`config.mk`:
```
export PLATFORM = sky130hd
export DESIGN_NAME = ursr_receiver
export DESIGN_NICKNAME = d
export VERILOG_FILES = /design/src/core/ursr_pkg.sv /design/src/core/ursr_line_filter.sv /design/src/core/ursr_bit_timer.sv /design/src/core/ursr_receiver.sv
export VERILOG_INCLUDE_DIRS = /design/src /design/src/core
export SDC_FILE = /design/constraint.sdc
export NUM_CORES = 1
export LEC_CHECK = 0
export BUFFER_PORTS_ARGS = -buffer_cell sky130_fd_sc_hd__buf_2
export CORE_AREA = 2 2 84 118
export CTS_BUF_LIST = sky130_fd_sc_hd__clkbuf_4
export DETAILED_ROUTE_END_ITERATION = 6
export DIE_AREA = 0 0 86 120
export PLACE_DENSITY = 0.89
export SLEW_MARGIN = 20
export SYNTH_ARGS = -nofsm -noshare
export SYNTH_HDL_FRONTEND = slang
export SYNTH_HIERARCHICAL = 1
export SYNTH_SLANG_ARGS = --single-unit
```
`constraint.sdc`:
```
create_clock -name ref_clk_i -period 5.3 [get_ports ref_clk_i]
set_input_delay 0.265 -clock ref_clk_i [delete_from_list [all_inputs] [get_ports ref_clk_i]]
set_output_delay 0.265 -clock ref_clk_i [all_outputs]
set_load 0.005 [all_outputs]
```
`src/core/ursr_cfg.svh`:
```
// Purpose: Constants for the receiver status block: offsets, fields, resets, counts
// Assumes: Included by its bare name from every core module file
// Notes:   Offsets are word indices; byte address is four times the index
`ifndef URSR_CFG_SVH
`define URSR_CFG_SVH
`define URSR_IDX_SCR   8'h13
`define URSR_IDX_CFG   8'h14
`define URSR_IDX_RSR   8'h15
`define URSR_IDX_DATA  8'h17
`define URSR_B_BF      7
`define URSR_B_OE      6
`define URSR_B_PE      5
`define URSR_B_FE      4
`define URSR_B_FS      3
`define URSR_B_MC      2
`define URSR_B_SS      1
`define URSR_B_RE      0
`define URSR_CFG_W     5
`define URSR_RSR_RST   8'h00
`define URSR_CFG_RST   5'h01
`define URSR_SCR_RST   8'h00
`define URSR_WLEN      4'h8
`define URSR_STABLE    2'h3
`define URSR_CHK_ON    4'h4
`define URSR_SAMPLE    4'h8
`define URSR_MARK      1'b1
`endif

```
`src/core/ursr_pkg.sv`:
```
// Purpose: Types shared by the receiver status block
// Assumes: Constants come from ursr_cfg.svh
// Notes:   Configuration bit 0 is the format select
package ursr_pkg;
	typedef enum logic [2:0] {
		ursr_st_idle = 3'h0,
		ursr_st_data = 3'h1,
		ursr_st_par  = 3'h3,
		ursr_st_stop = 3'h2,
		ursr_st_brk  = 3'h6
	} ursr_state_t;
	typedef struct packed {
		logic err_en;
		logic par_even;
		logic par_en;
		logic div16;
		logic async_fmt;
	} ursr_cfg_t;
	typedef struct packed {
		logic [7:0] data;
		logic       par_bad;
		logic       frm_bad;
		logic       match;
	} ursr_word_t;
	typedef struct packed {
		logic stb;
		logic val;
	} ursr_bit_t;
endpackage

```
`src/core/ursr_line_filter.sv`:
```
// Purpose: Accept a receive line change only after it is stable on the receive clock
// Assumes: tick_i marks one rising receive clock edge, one cycle wide
// Notes:   Edge outputs are combinational and valid on the tick that accepts them
`timescale 1ns/100ps
`default_nettype none
`include "ursr_cfg.svh"
module ursr_line_filter (
	input  wire logic ref_clk_i,
	input  wire logic rst_n_i,
	input  wire logic ce_i,
	input  wire logic clr_i,
	input  wire logic tick_i,
	input  wire logic line_i,
	output logic      level_o,
	output logic      rise_o,
	output logic      fall_o
);
	logic [1:0] cnt_q;
	logic       take_w;

	// Third differing sample in a row makes a valid transition
	assign take_w = tick_i & (line_i != level_o) & (cnt_q == (`URSR_STABLE - 2'h1));
	assign rise_o = take_w & line_i;
	assign fall_o = take_w & ~line_i;

	always_ff @(posedge ref_clk_i) begin
		if (!rst_n_i) begin
			level_o <= `URSR_MARK;
			cnt_q   <= 2'h0;
		end else if (ce_i) begin
			if (clr_i) begin
				level_o <= `URSR_MARK;
				cnt_q   <= 2'h0;
			end else if (take_w) begin
				level_o <= line_i;
				cnt_q   <= 2'h0;
			end else if (tick_i) begin
				cnt_q <= (line_i == level_o) ? 2'h0 : cnt_q + 2'h1;
			end
		end
	end
endmodule
`default_nettype wire

```
`src/core/ursr_bit_timer.sv`:
```
// Purpose: Bit sampling strobe, with start check and resync in divide-by-16 mode
// Assumes: Edge inputs come from the line filter on the same tick
// Notes:   In divide-by-1 mode the raw line is sampled on every tick
`timescale 1ns/100ps
`default_nettype none
`include "ursr_cfg.svh"
module ursr_bit_timer (
	input  wire logic   ref_clk_i,
	input  wire logic   rst_n_i,
	input  wire logic   ce_i,
	input  wire logic   clr_i,
	input  wire logic   tick_i,
	input  wire logic   line_i,
	input  wire logic   div16_i,
	input  wire logic   async_i,
	input  wire logic   hunt_i,
	input  wire logic   level_i,
	input  wire logic   rise_i,
	input  wire logic   fall_i,
	output ursr_pkg::ursr_bit_t bit_o
);
	logic [3:0] ph_q;
	logic       chk_q;

	always_ff @(posedge ref_clk_i) begin
		if (!rst_n_i) begin
			ph_q  <= 4'h0;
			chk_q <= 1'b0;
			bit_o <= '0;
		end else if (ce_i) begin
			bit_o.stb <= 1'b0;
			if (clr_i) begin
				ph_q  <= 4'h0;
				chk_q <= 1'b0;
			end else if (tick_i && !div16_i) begin
				bit_o.stb <= 1'b1;
				bit_o.val <= line_i;
			end else if (tick_i) begin
				if (async_i && hunt_i && !chk_q) begin
					// Waiting for a valid falling edge to open the start check
					chk_q <= fall_i;
					ph_q  <= 4'h0;
				end else if (chk_q && rise_i) begin
					chk_q <= 1'b0;
				end else if ((rise_i || fall_i) && !chk_q && ph_q >= `URSR_CHK_ON) begin
					ph_q <= 4'h0;
				end else begin
					ph_q <= ph_q + 4'h1;
					if (ph_q == `URSR_SAMPLE) begin
						// Filtered level, not raw line, so a glitch cannot be sampled
						bit_o.stb <= 1'b1;
						bit_o.val <= level_i;
						chk_q     <= 1'b0;
					end
				end
			end
		end
	end
endmodule
`default_nettype wire

```
`src/core/ursr_receiver.sv`:
```
// Purpose: Receive side of a serial port with latched status flags and APB registers
// Assumes: Receive clock and line are synchronous inputs; word length is eight bits
// Notes:   Zero wait state APB slave while ce_i is high
`timescale 1ns/100ps
`default_nettype none
`include "ursr_cfg.svh"
// Overview of operation
// - Buffer full set on load, cleared by data read
// - Overrun keeps old buffered word
// - Overrun shows only after buffer read
// - Status read clears overrun; loads blocked until then
// - Parity flag follows each loaded word
// - Framing flag on load, asynchronous only
// - Cleared found bit starts sync search
// - Sync match sets found, error interrupt, no load
// - Break flag on zero word, held, suppressed when full
// - Match flag follows loaded word in sync
// - Character in progress in asynchronous format
// - Sync strip discards sync words
// - Enable bit zero stops receiver, clears flags
// - Two requests, one per word
// - Error channel covers error events
// - Flags frozen until word read
// - Break during full buffer shows after read
// - Break with overrun set sets break
// - Break interrupts at start and end
// - Asynchronous waits for zero start bit
// - Three-edge filter, eight-edge start check
// - Transition at phase four or later resets phase; sample at eight
// - Resync only in divide-by-16
// - Data read gives buffer; write goes transmitter
module ursr_receiver (
	input  wire logic        ref_clk_i,
	input  wire logic        rst_n_i,
	input  wire logic        ce_i,
	input  wire logic        psel_i,
	input  wire logic        penable_i,
	input  wire logic        pwrite_i,
	input  wire logic [9:0]  paddr_i,
	input  wire logic [31:0] pwdata_i,
	output logic      [31:0] prdata_o,
	output logic             pready_o,
	output logic             pslverr_o,
	input  wire logic        rx_clk_i,
	input  wire logic        rx_data_i,
	output logic             irq_full_o,
	output logic             irq_err_o,
	output logic      [7:0]  tx_wdata_o,
	output logic             tx_wstb_o
);
	ursr_pkg::ursr_cfg_t   cfg_q;
	ursr_pkg::ursr_state_t st_q;
	ursr_pkg::ursr_word_t  wd_q;
	ursr_pkg::ursr_bit_t   bit_w;
	logic [7:0]  scr_q, buf_q, sh_q, shin_w, rsr_w;
	logic [3:0]  bcnt_q;
	logic [31:0] rd_mux;
	logic sel_rsr, sel_dat, sel_scr, sel_cfg, mapped, acc_w, lat_q;
	logic wr_rsr_w, rd_rsr_w, rd_dat_w, wr_dat_w, rx_off;
	logic re_q, ss_q, fs_q, bf_q, pe_q, fe_q, mt_q, oe_q, ovp_q;
	logic brk_q, bon_q, bpend_q, back_q, endp_q;
	logic rxc_q, tick_w, level_w, rise_w, fall_w, hunt_w, cip_w, pbad_q, pbad_w;
	logic wd_vld_q, brk_det_q, brk_end_q, found_q;
	logic strip_w, load_w, ovr_w, imm_w, late_w, end_irq_w, ld_err_w, err_evt, full_evt;
	logic [7:0]  rsr_rst_w;

	assign rsr_rst_w = `URSR_RSR_RST;

	// Register decode, byte address is four times the index
	assign sel_rsr   = paddr_i[9:2] == `URSR_IDX_RSR;
	assign sel_dat   = paddr_i[9:2] == `URSR_IDX_DATA;
	assign sel_scr   = paddr_i[9:2] == `URSR_IDX_SCR;
	assign sel_cfg   = paddr_i[9:2] == `URSR_IDX_CFG;
	assign mapped    = sel_rsr | sel_dat | sel_scr | sel_cfg;
	assign acc_w     = psel_i & penable_i & ce_i & lat_q;
	assign pready_o  = acc_w;
	assign pslverr_o = acc_w & ~mapped;
	assign wr_rsr_w  = acc_w & pwrite_i & sel_rsr;
	assign rd_rsr_w  = acc_w & ~pwrite_i & sel_rsr;
	assign rd_dat_w  = acc_w & ~pwrite_i & sel_dat;
	assign wr_dat_w  = acc_w & pwrite_i & sel_dat;
	assign rx_off    = ~re_q | (wr_rsr_w & ~pwdata_i[`URSR_B_RE]);

	assign cip_w = cfg_q.async_fmt & (st_q == ursr_pkg::ursr_st_data ||
		st_q == ursr_pkg::ursr_st_par || st_q == ursr_pkg::ursr_st_stop);
	assign rsr_w = {bf_q, oe_q, pe_q, fe_q, cfg_q.async_fmt ? brk_q : fs_q,
		cfg_q.async_fmt ? cip_w : mt_q, ss_q, re_q};

	always_comb begin
		rd_mux = 32'h0;
		if (sel_rsr) begin
			rd_mux = {24'h0, rsr_w};
		end else if (sel_dat) begin
			rd_mux = {24'h0, buf_q};
		end else if (sel_scr) begin
			rd_mux = {24'h0, scr_q};
		end else if (sel_cfg) begin
			rd_mux = {27'h0, cfg_q};
		end
	end

	// Read data caught in the setup cycle so it comes from a flip-flop
	always_ff @(posedge ref_clk_i) begin
		if (!rst_n_i) begin
			prdata_o <= 32'h0;
			lat_q    <= 1'b0;
		end else if (ce_i) begin
			if (acc_w) begin
				lat_q <= 1'b0;
			end else if (psel_i) begin
				lat_q    <= 1'b1;
				prdata_o <= rd_mux;
			end
		end
	end

	always_ff @(posedge ref_clk_i) begin
		if (!rst_n_i) begin
			tx_wdata_o <= 8'h0;
			tx_wstb_o  <= 1'b0;
		end else if (ce_i) begin
			tx_wstb_o <= wr_dat_w;
			if (wr_dat_w) begin
				tx_wdata_o <= pwdata_i[7:0];
			end
		end
	end

	always_ff @(posedge ref_clk_i) begin
		if (!rst_n_i) begin
			re_q  <= rsr_rst_w[`URSR_B_RE];
			ss_q  <= 1'b0;
			fs_q  <= 1'b0;
			cfg_q <= `URSR_CFG_RST;
			scr_q <= `URSR_SCR_RST;
		end else if (ce_i) begin
			if (wr_rsr_w) begin
				re_q <= pwdata_i[`URSR_B_RE];
				ss_q <= pwdata_i[`URSR_B_SS];
			end
			if (rx_off) begin
				fs_q <= 1'b0;
			end else if (found_q) begin
				fs_q <= 1'b1;
			end else if (wr_rsr_w && !cfg_q.async_fmt) begin
				fs_q <= pwdata_i[`URSR_B_FS];
			end
			if (acc_w && pwrite_i && sel_cfg) begin
				cfg_q <= ursr_pkg::ursr_cfg_t'(pwdata_i[`URSR_CFG_W-1:0]);
			end
			if (acc_w && pwrite_i && sel_scr) begin
				scr_q <= pwdata_i[7:0];
			end
		end
	end

	// Receive clock is sampled; its rising edge becomes a one-cycle tick
	always_ff @(posedge ref_clk_i) begin
		if (!rst_n_i) begin
			rxc_q <= 1'b0;
		end else if (ce_i) begin
			rxc_q <= rx_clk_i;
		end
	end
	assign tick_w = ce_i & rx_clk_i & ~rxc_q;
	assign hunt_w = cfg_q.async_fmt & (st_q == ursr_pkg::ursr_st_idle);

	ursr_line_filter u_filter (
		.ref_clk_i (ref_clk_i),
		.rst_n_i   (rst_n_i),
		.ce_i      (ce_i),
		.clr_i     (rx_off),
		.tick_i    (tick_w),
		.line_i    (rx_data_i),
		.level_o   (level_w),
		.rise_o    (rise_w),
		.fall_o    (fall_w)
	);

	ursr_bit_timer u_timer (
		.ref_clk_i (ref_clk_i),
		.rst_n_i   (rst_n_i),
		.ce_i      (ce_i),
		.clr_i     (rx_off),
		.tick_i    (tick_w),
		.line_i    (rx_data_i),
		.div16_i   (cfg_q.div16),
		.async_i   (cfg_q.async_fmt),
		.hunt_i    (hunt_w),
		.level_i   (level_w),
		.rise_i    (rise_w),
		.fall_i    (fall_w),
		.bit_o     (bit_w)
	);

	assign shin_w = {bit_w.val, sh_q[7:1]};
	assign pbad_w = cfg_q.par_en & ((^{sh_q, bit_w.val}) ^ ~cfg_q.par_even);

	always_ff @(posedge ref_clk_i) begin
		if (!rst_n_i) begin
			st_q      <= ursr_pkg::ursr_st_idle;
			sh_q      <= 8'h0;
			bcnt_q    <= 4'h0;
			pbad_q    <= 1'b0;
			wd_q      <= '0;
			wd_vld_q  <= 1'b0;
			brk_det_q <= 1'b0;
			brk_end_q <= 1'b0;
			found_q   <= 1'b0;
		end else if (ce_i) begin
			wd_vld_q  <= 1'b0;
			brk_det_q <= 1'b0;
			brk_end_q <= 1'b0;
			found_q   <= 1'b0;
			if (rx_off) begin
				st_q   <= ursr_pkg::ursr_st_idle;
				bcnt_q <= 4'h0;
			end else if (!cfg_q.async_fmt && !fs_q && st_q != ursr_pkg::ursr_st_idle) begin
				st_q <= ursr_pkg::ursr_st_idle;
			end else if (bit_w.stb) begin
				case (st_q)
				ursr_pkg::ursr_st_idle: begin
					if (cfg_q.async_fmt) begin
						if (!bit_w.val) begin
							st_q   <= ursr_pkg::ursr_st_data;
							bcnt_q <= 4'h0;
						end
					end else if (!fs_q) begin
						// Search: word counter idle, compare every bit
						sh_q <= shin_w;
						if (shin_w == scr_q) begin
							found_q <= 1'b1;
							st_q    <= ursr_pkg::ursr_st_data;
							bcnt_q  <= 4'h0;
						end
					end else begin
						sh_q   <= shin_w;
						st_q   <= ursr_pkg::ursr_st_data;
						bcnt_q <= 4'h1;
					end
				end
				ursr_pkg::ursr_st_data: begin
					sh_q   <= shin_w;
					bcnt_q <= bcnt_q + 4'h1;
					if (bcnt_q == `URSR_WLEN - 4'h1) begin
						pbad_q <= 1'b0;
						bcnt_q <= 4'h0;
						if (cfg_q.par_en) begin
							st_q <= ursr_pkg::ursr_st_par;
						end else if (cfg_q.async_fmt) begin
							st_q <= ursr_pkg::ursr_st_stop;
						end else begin
							wd_q     <= '{shin_w, 1'b0, 1'b0, shin_w == scr_q};
							wd_vld_q <= 1'b1;
						end
					end
				end
				ursr_pkg::ursr_st_par: begin
					pbad_q <= pbad_w;
					if (cfg_q.async_fmt) begin
						st_q <= ursr_pkg::ursr_st_stop;
					end else begin
						st_q     <= ursr_pkg::ursr_st_data;
						wd_q     <= '{sh_q, pbad_w, 1'b0, sh_q == scr_q};
						wd_vld_q <= 1'b1;
					end
				end
				ursr_pkg::ursr_st_stop: begin
					if (!bit_w.val && sh_q == 8'h0) begin
						st_q      <= ursr_pkg::ursr_st_brk;
						brk_det_q <= 1'b1;
					end else begin
						st_q     <= ursr_pkg::ursr_st_idle;
						wd_q     <= '{sh_q, pbad_q, ~bit_w.val, sh_q == scr_q};
						wd_vld_q <= 1'b1;
					end
				end
				ursr_pkg::ursr_st_brk: begin
					if (bit_w.val) begin
						st_q      <= ursr_pkg::ursr_st_idle;
						brk_end_q <= 1'b1;
					end
				end
				default: begin
					st_q <= ursr_pkg::ursr_st_idle;
				end
				endcase
			end
		end
	end

	assign strip_w = wd_vld_q & ss_q & ~cfg_q.async_fmt & wd_q.match;
	assign load_w  = wd_vld_q & ~strip_w & ~bf_q & ~oe_q & ~rx_off;
	assign ovr_w   = wd_vld_q & ~strip_w & (bf_q | oe_q) & ~rx_off;

	always_ff @(posedge ref_clk_i) begin
		if (!rst_n_i) begin
			buf_q <= 8'h0;
			bf_q  <= 1'b0;
			pe_q  <= 1'b0;
			fe_q  <= 1'b0;
			mt_q  <= 1'b0;
		end else if (ce_i) begin
			if (rx_off) begin
				bf_q <= 1'b0;
				pe_q <= 1'b0;
				fe_q <= 1'b0;
				mt_q <= 1'b0;
			end else if (load_w) begin
				// Flags load only here, so they stay tied to the buffered word
				buf_q <= wd_q.data;
				bf_q  <= 1'b1;
				pe_q  <= wd_q.par_bad;
				fe_q  <= cfg_q.async_fmt & wd_q.frm_bad;
				mt_q  <= ~cfg_q.async_fmt & wd_q.match;
			end else if (rd_dat_w) begin
				bf_q <= 1'b0;
			end
		end
	end

	always_ff @(posedge ref_clk_i) begin
		if (!rst_n_i) begin
			ovp_q <= 1'b0;
			oe_q  <= 1'b0;
		end else if (ce_i) begin
			if (rx_off) begin
				ovp_q <= 1'b0;
				oe_q  <= 1'b0;
			end else begin
				if (ovr_w) begin
					ovp_q <= 1'b1;
				end else if (rd_dat_w) begin
					ovp_q <= 1'b0;
				end
				if (rd_dat_w && ovp_q) begin
					oe_q <= 1'b1;
				end else if (rd_rsr_w) begin
					oe_q <= 1'b0;
				end
			end
		end
	end

	assign imm_w     = brk_det_q & (~bf_q | oe_q);
	assign late_w    = rd_dat_w & bpend_q;
	assign end_irq_w = (brk_end_q & brk_q & back_q) | (rd_rsr_w & endp_q);

	always_ff @(posedge ref_clk_i) begin
		if (!rst_n_i) begin
			brk_q   <= 1'b0;
			bon_q   <= 1'b0;
			bpend_q <= 1'b0;
			back_q  <= 1'b0;
			endp_q  <= 1'b0;
		end else if (ce_i) begin
			if (rx_off) begin
				brk_q   <= 1'b0;
				bon_q   <= 1'b0;
				bpend_q <= 1'b0;
				back_q  <= 1'b0;
				endp_q  <= 1'b0;
			end else begin
				if (brk_det_q) begin
					bon_q <= 1'b1;
				end else if (brk_end_q) begin
					bon_q <= 1'b0;
				end
				if (brk_det_q && !imm_w) begin
					bpend_q <= 1'b1;
				end else if (rd_dat_w) begin
					bpend_q <= 1'b0;
				end
				// A new break wins over a clear in the same cycle
				if (imm_w || late_w) begin
					brk_q  <= 1'b1;
					back_q <= 1'b0;
				end else if (brk_q && !bon_q && (back_q || rd_rsr_w)) begin
					brk_q <= 1'b0;
				end else if (brk_q && rd_rsr_w) begin
					back_q <= 1'b1;
				end
				if ((brk_end_q && brk_q && !back_q) || (late_w && !bon_q)) begin
					endp_q <= 1'b1;
				end else if (rd_rsr_w) begin
					endp_q <= 1'b0;
				end
			end
		end
	end

	assign ld_err_w = load_w & (wd_q.par_bad | (cfg_q.async_fmt & wd_q.frm_bad));
	assign err_evt  = ld_err_w | (rd_dat_w & ovp_q) | imm_w | late_w | end_irq_w | found_q;
	assign full_evt = load_w & ~ld_err_w;

	always_ff @(posedge ref_clk_i) begin
		if (!rst_n_i) begin
			irq_err_o  <= 1'b0;
			irq_full_o <= 1'b0;
		end else if (ce_i) begin
			// Events of one cycle merge so a word raises a single request
			irq_err_o  <= err_evt & cfg_q.err_en & ~rx_off;
			irq_full_o <= (err_evt ? ~cfg_q.err_en : full_evt) & ~rx_off;
		end
	end
endmodule
`default_nettype wire

```
==> impl_metrics.ini <==
[outcome]
status = finished clean

[timing]
setup_violations = 0
relSlewSlack = 0.490
skew_ns = 0.0228
slew_viol_final = 0
timing_worst_slew_pin_value_ns = 0.759
hold_viol_final = 0
fin_crit_sh = 0.502
grt_setup_unrepaired = false
setup_tns_ns = 0
finalHoldWorstSlack_ns = 0.0694
fmax_mhz = 376
min_period_ns = 2.66

[yosys]
synthArstFlopShare = 0
syn_area_mm2 = 0.00544
ys.flop_type = dfxtp_1
ys_seq_area_frac = 0.357
syn_inst = 607
syn_avg_cell_area_um2 = 8.96
ys_ff_latch = 97
ys_warn_count = 6
ys_types = 73
synth_edf_count = 0

[worst_hold_path]
min_path_type = input pin to register

[floorplan]
chipWidth_um = 86
fp.dieH_um = 120
num_rows = 42
start_util = 0.584
coreArea_mm2 = 0.00930
die-area_mm2 = 0.0103
pin_count = 95

[cells_and_area]
diodes = 0
utilization = 0.612
drive_gt1_frac = 0.134
fin_area_mm2 = 0.00570
final_common_cell = dfxtp_1
nets = 686
mostFrequentLayoutCells = dfxtp_1 (97), nor2b_1 (66), mux2i_1 (50)
syn2layout_area_growth_pct = 4.76

[drt]
post_drt_wl_per_cell_um = 17.3
vias = 4611
viasPerCell = 6.18
drt-initial-drc-count = 363
antenna_left = 0
wl_um = 12900
drc_errors = 0
dr.pass1.iters = 6

[critical_path]
arrival_ns = 3.08
crit_family = simple AND/OR/NAND/NOR gates
slowest_delay_ns = 0.52
cp.required_ns = 5.72
slowest_stage = a31oi_1
crit_type = input pin to register
cp_max_fo = 29
crit_chain = buf_2 > inv_1 > nor3b_1 > buf_4 > nand2_1 > nor3b_1 > nand2_1 > a31oi_1 > o31ai_1 > a21oi_1
crit_path_end_kind = register
worstSetupStartpointType = input pin
path_buf_inv = 3

[grt]
grt.overflow.total = 0
grt_max_degree = 49
antenna_found_initial = 0
grt_pass1_wl_um = 21000
grt_pass1_vias = 4392
grt.total_usage = 0.256

[placed_design]
place_congestion = 0.900
placed_area_mm2 = 0.00559
dp_hpwl_um = 9430
port_buffers = 44

[job]
max_cap_viol_count = 0

[power_and_ir_drop]
p_leak_uw = 0.00215
finalPower_uw = 1150
vdd_drop_max_mv = 0.194
powerDensity_mw_per_mm2 = 202

[clock_tree]
clk_latency_ns = 0.47
cts.sinks = 97
cts_buffers = 9
cts-root-buf = clkbuf_4
cts_resized = 0
post_cts_buffers = 0
cts_buffer_depth = 2
cts_hold_buffers = 0
h-tree-depth = 3
clkTransAtPathRegs_ns = 0.15
cts_tree = done
final timing paths:
kind / endpoint / slack [ns] / cells after the start / from
max: u_timer/ph_q[0]$_SDFFE_PN0P_ / 2.64 / 10 / ce_i
min: tx_wdata_o[7]$_SDFFE_PN0P_ / 0.07 / 3 / pwdata_i[7]
max reg2reg: u_timer/ph_q[0]$_SDFFE_PN0P_ / 2.86 / 8 / lat_q$_SDFFE_PN0P_
min reg2reg: irq_full_o$_SDFFE_PN0P_ / 0.47 / 2 / irq_full_o$_SDFFE_PN0P_
cell type report:
type / instances / area, µm²
sequential: 97 / 1940
clock buffer: 10 / 75.1
multi-input combinational: 458 / 3200
fill: 770 / 3610
tap: 110 / 138
clock inverter: 5 / 31.3
inverter: 19 / 71.3
timing repair buffer: 47 / 243
per-stage QoR:
| step | setup WS [ns] | std cells |
|---|---|---|
| CTS | 2.71 | 746 |
| global route | 2.31 | 746 |
| detailed placement | 2.22 | 731 |
| finish | 2.64 | 746 |
| floorplan | 2.78 | 630 |
| global placement | 2.38 | 731 |
report_power, final:
part           internal (µW)  switching [µW]
Combinational           28.6            50.7
Clock                   97.7             241
Sequential               733            2.29
layer usage:
layer,part of all wire,global-route usage,wire [µm],vias to the layer above
li1,-,-,-,2187
met1,0.40,0.299,5130,2200
met2,0.52,0.442,6640,184
met3,0.051,0.0468,663,40
met4,0.035,0.124,448,0
met5,0,0,0,-
sequential cells by signal (all words and copies together), names as in the netlist, 2 cells and up:
register        cells
u_timer/bit_o       2
u_timer/ph_q        4
prdata_o            8
wd_q               11
bcnt_q              4
buf_q               8
cfg_q               5
scr_q               8
sh_q                8
u_filter/cnt_q      2
tx_wdata_o          8
st_q                3
synthesized netlist by cell type, types with 5 or more instances:
cell	count	area (µm²)
a21o_1	7	52.6
nand3_1	11	55.1
a32oi_1	6	52.6
a211oi_1	6	45.0
nor3b_1	7	52.6
inv_1	18	67.6
buf_2	13	65.1
nand2_1	43	161
a21oi_1	23	115
xnor2_1	24	210
nor3_1	16	80.1
o211a_1	10	100
nand4_1	8	50.1
nor2_1	23	86.3
clkbuf_1	19	71.3
mux2i_1	50	500
a22oi_1	11	82.6
dfxtp_1	97	1940
nor2b_1	66	413
buf_4	24	180
a21boi_0	5	37.5
o21ai_0	20	100
or3_1	5	31.3
kinds of logic after synthesis:
logic type / Yosys count / share of synthesized area
other: 1 / 0.000690
adders and majority gates: 4 / 0.00921
buffers and inverters: 75 / 0.0713
AOI/OAI and AO/OA: 129 / 0.169
xor gates and xnor gates: 25 / 0.0428
and+or+nand+nor: 223 / 0.251
DFF: 97 / 0.357
muxes: 53 / 0.0983
tightest hold or removal path, stage by stage:
cell     delay [ns]
buf_2          0.09
mux2i_1        0.06
nor2b_1        0.09
No activity file was read; power rests on OpenSTA's default activity.
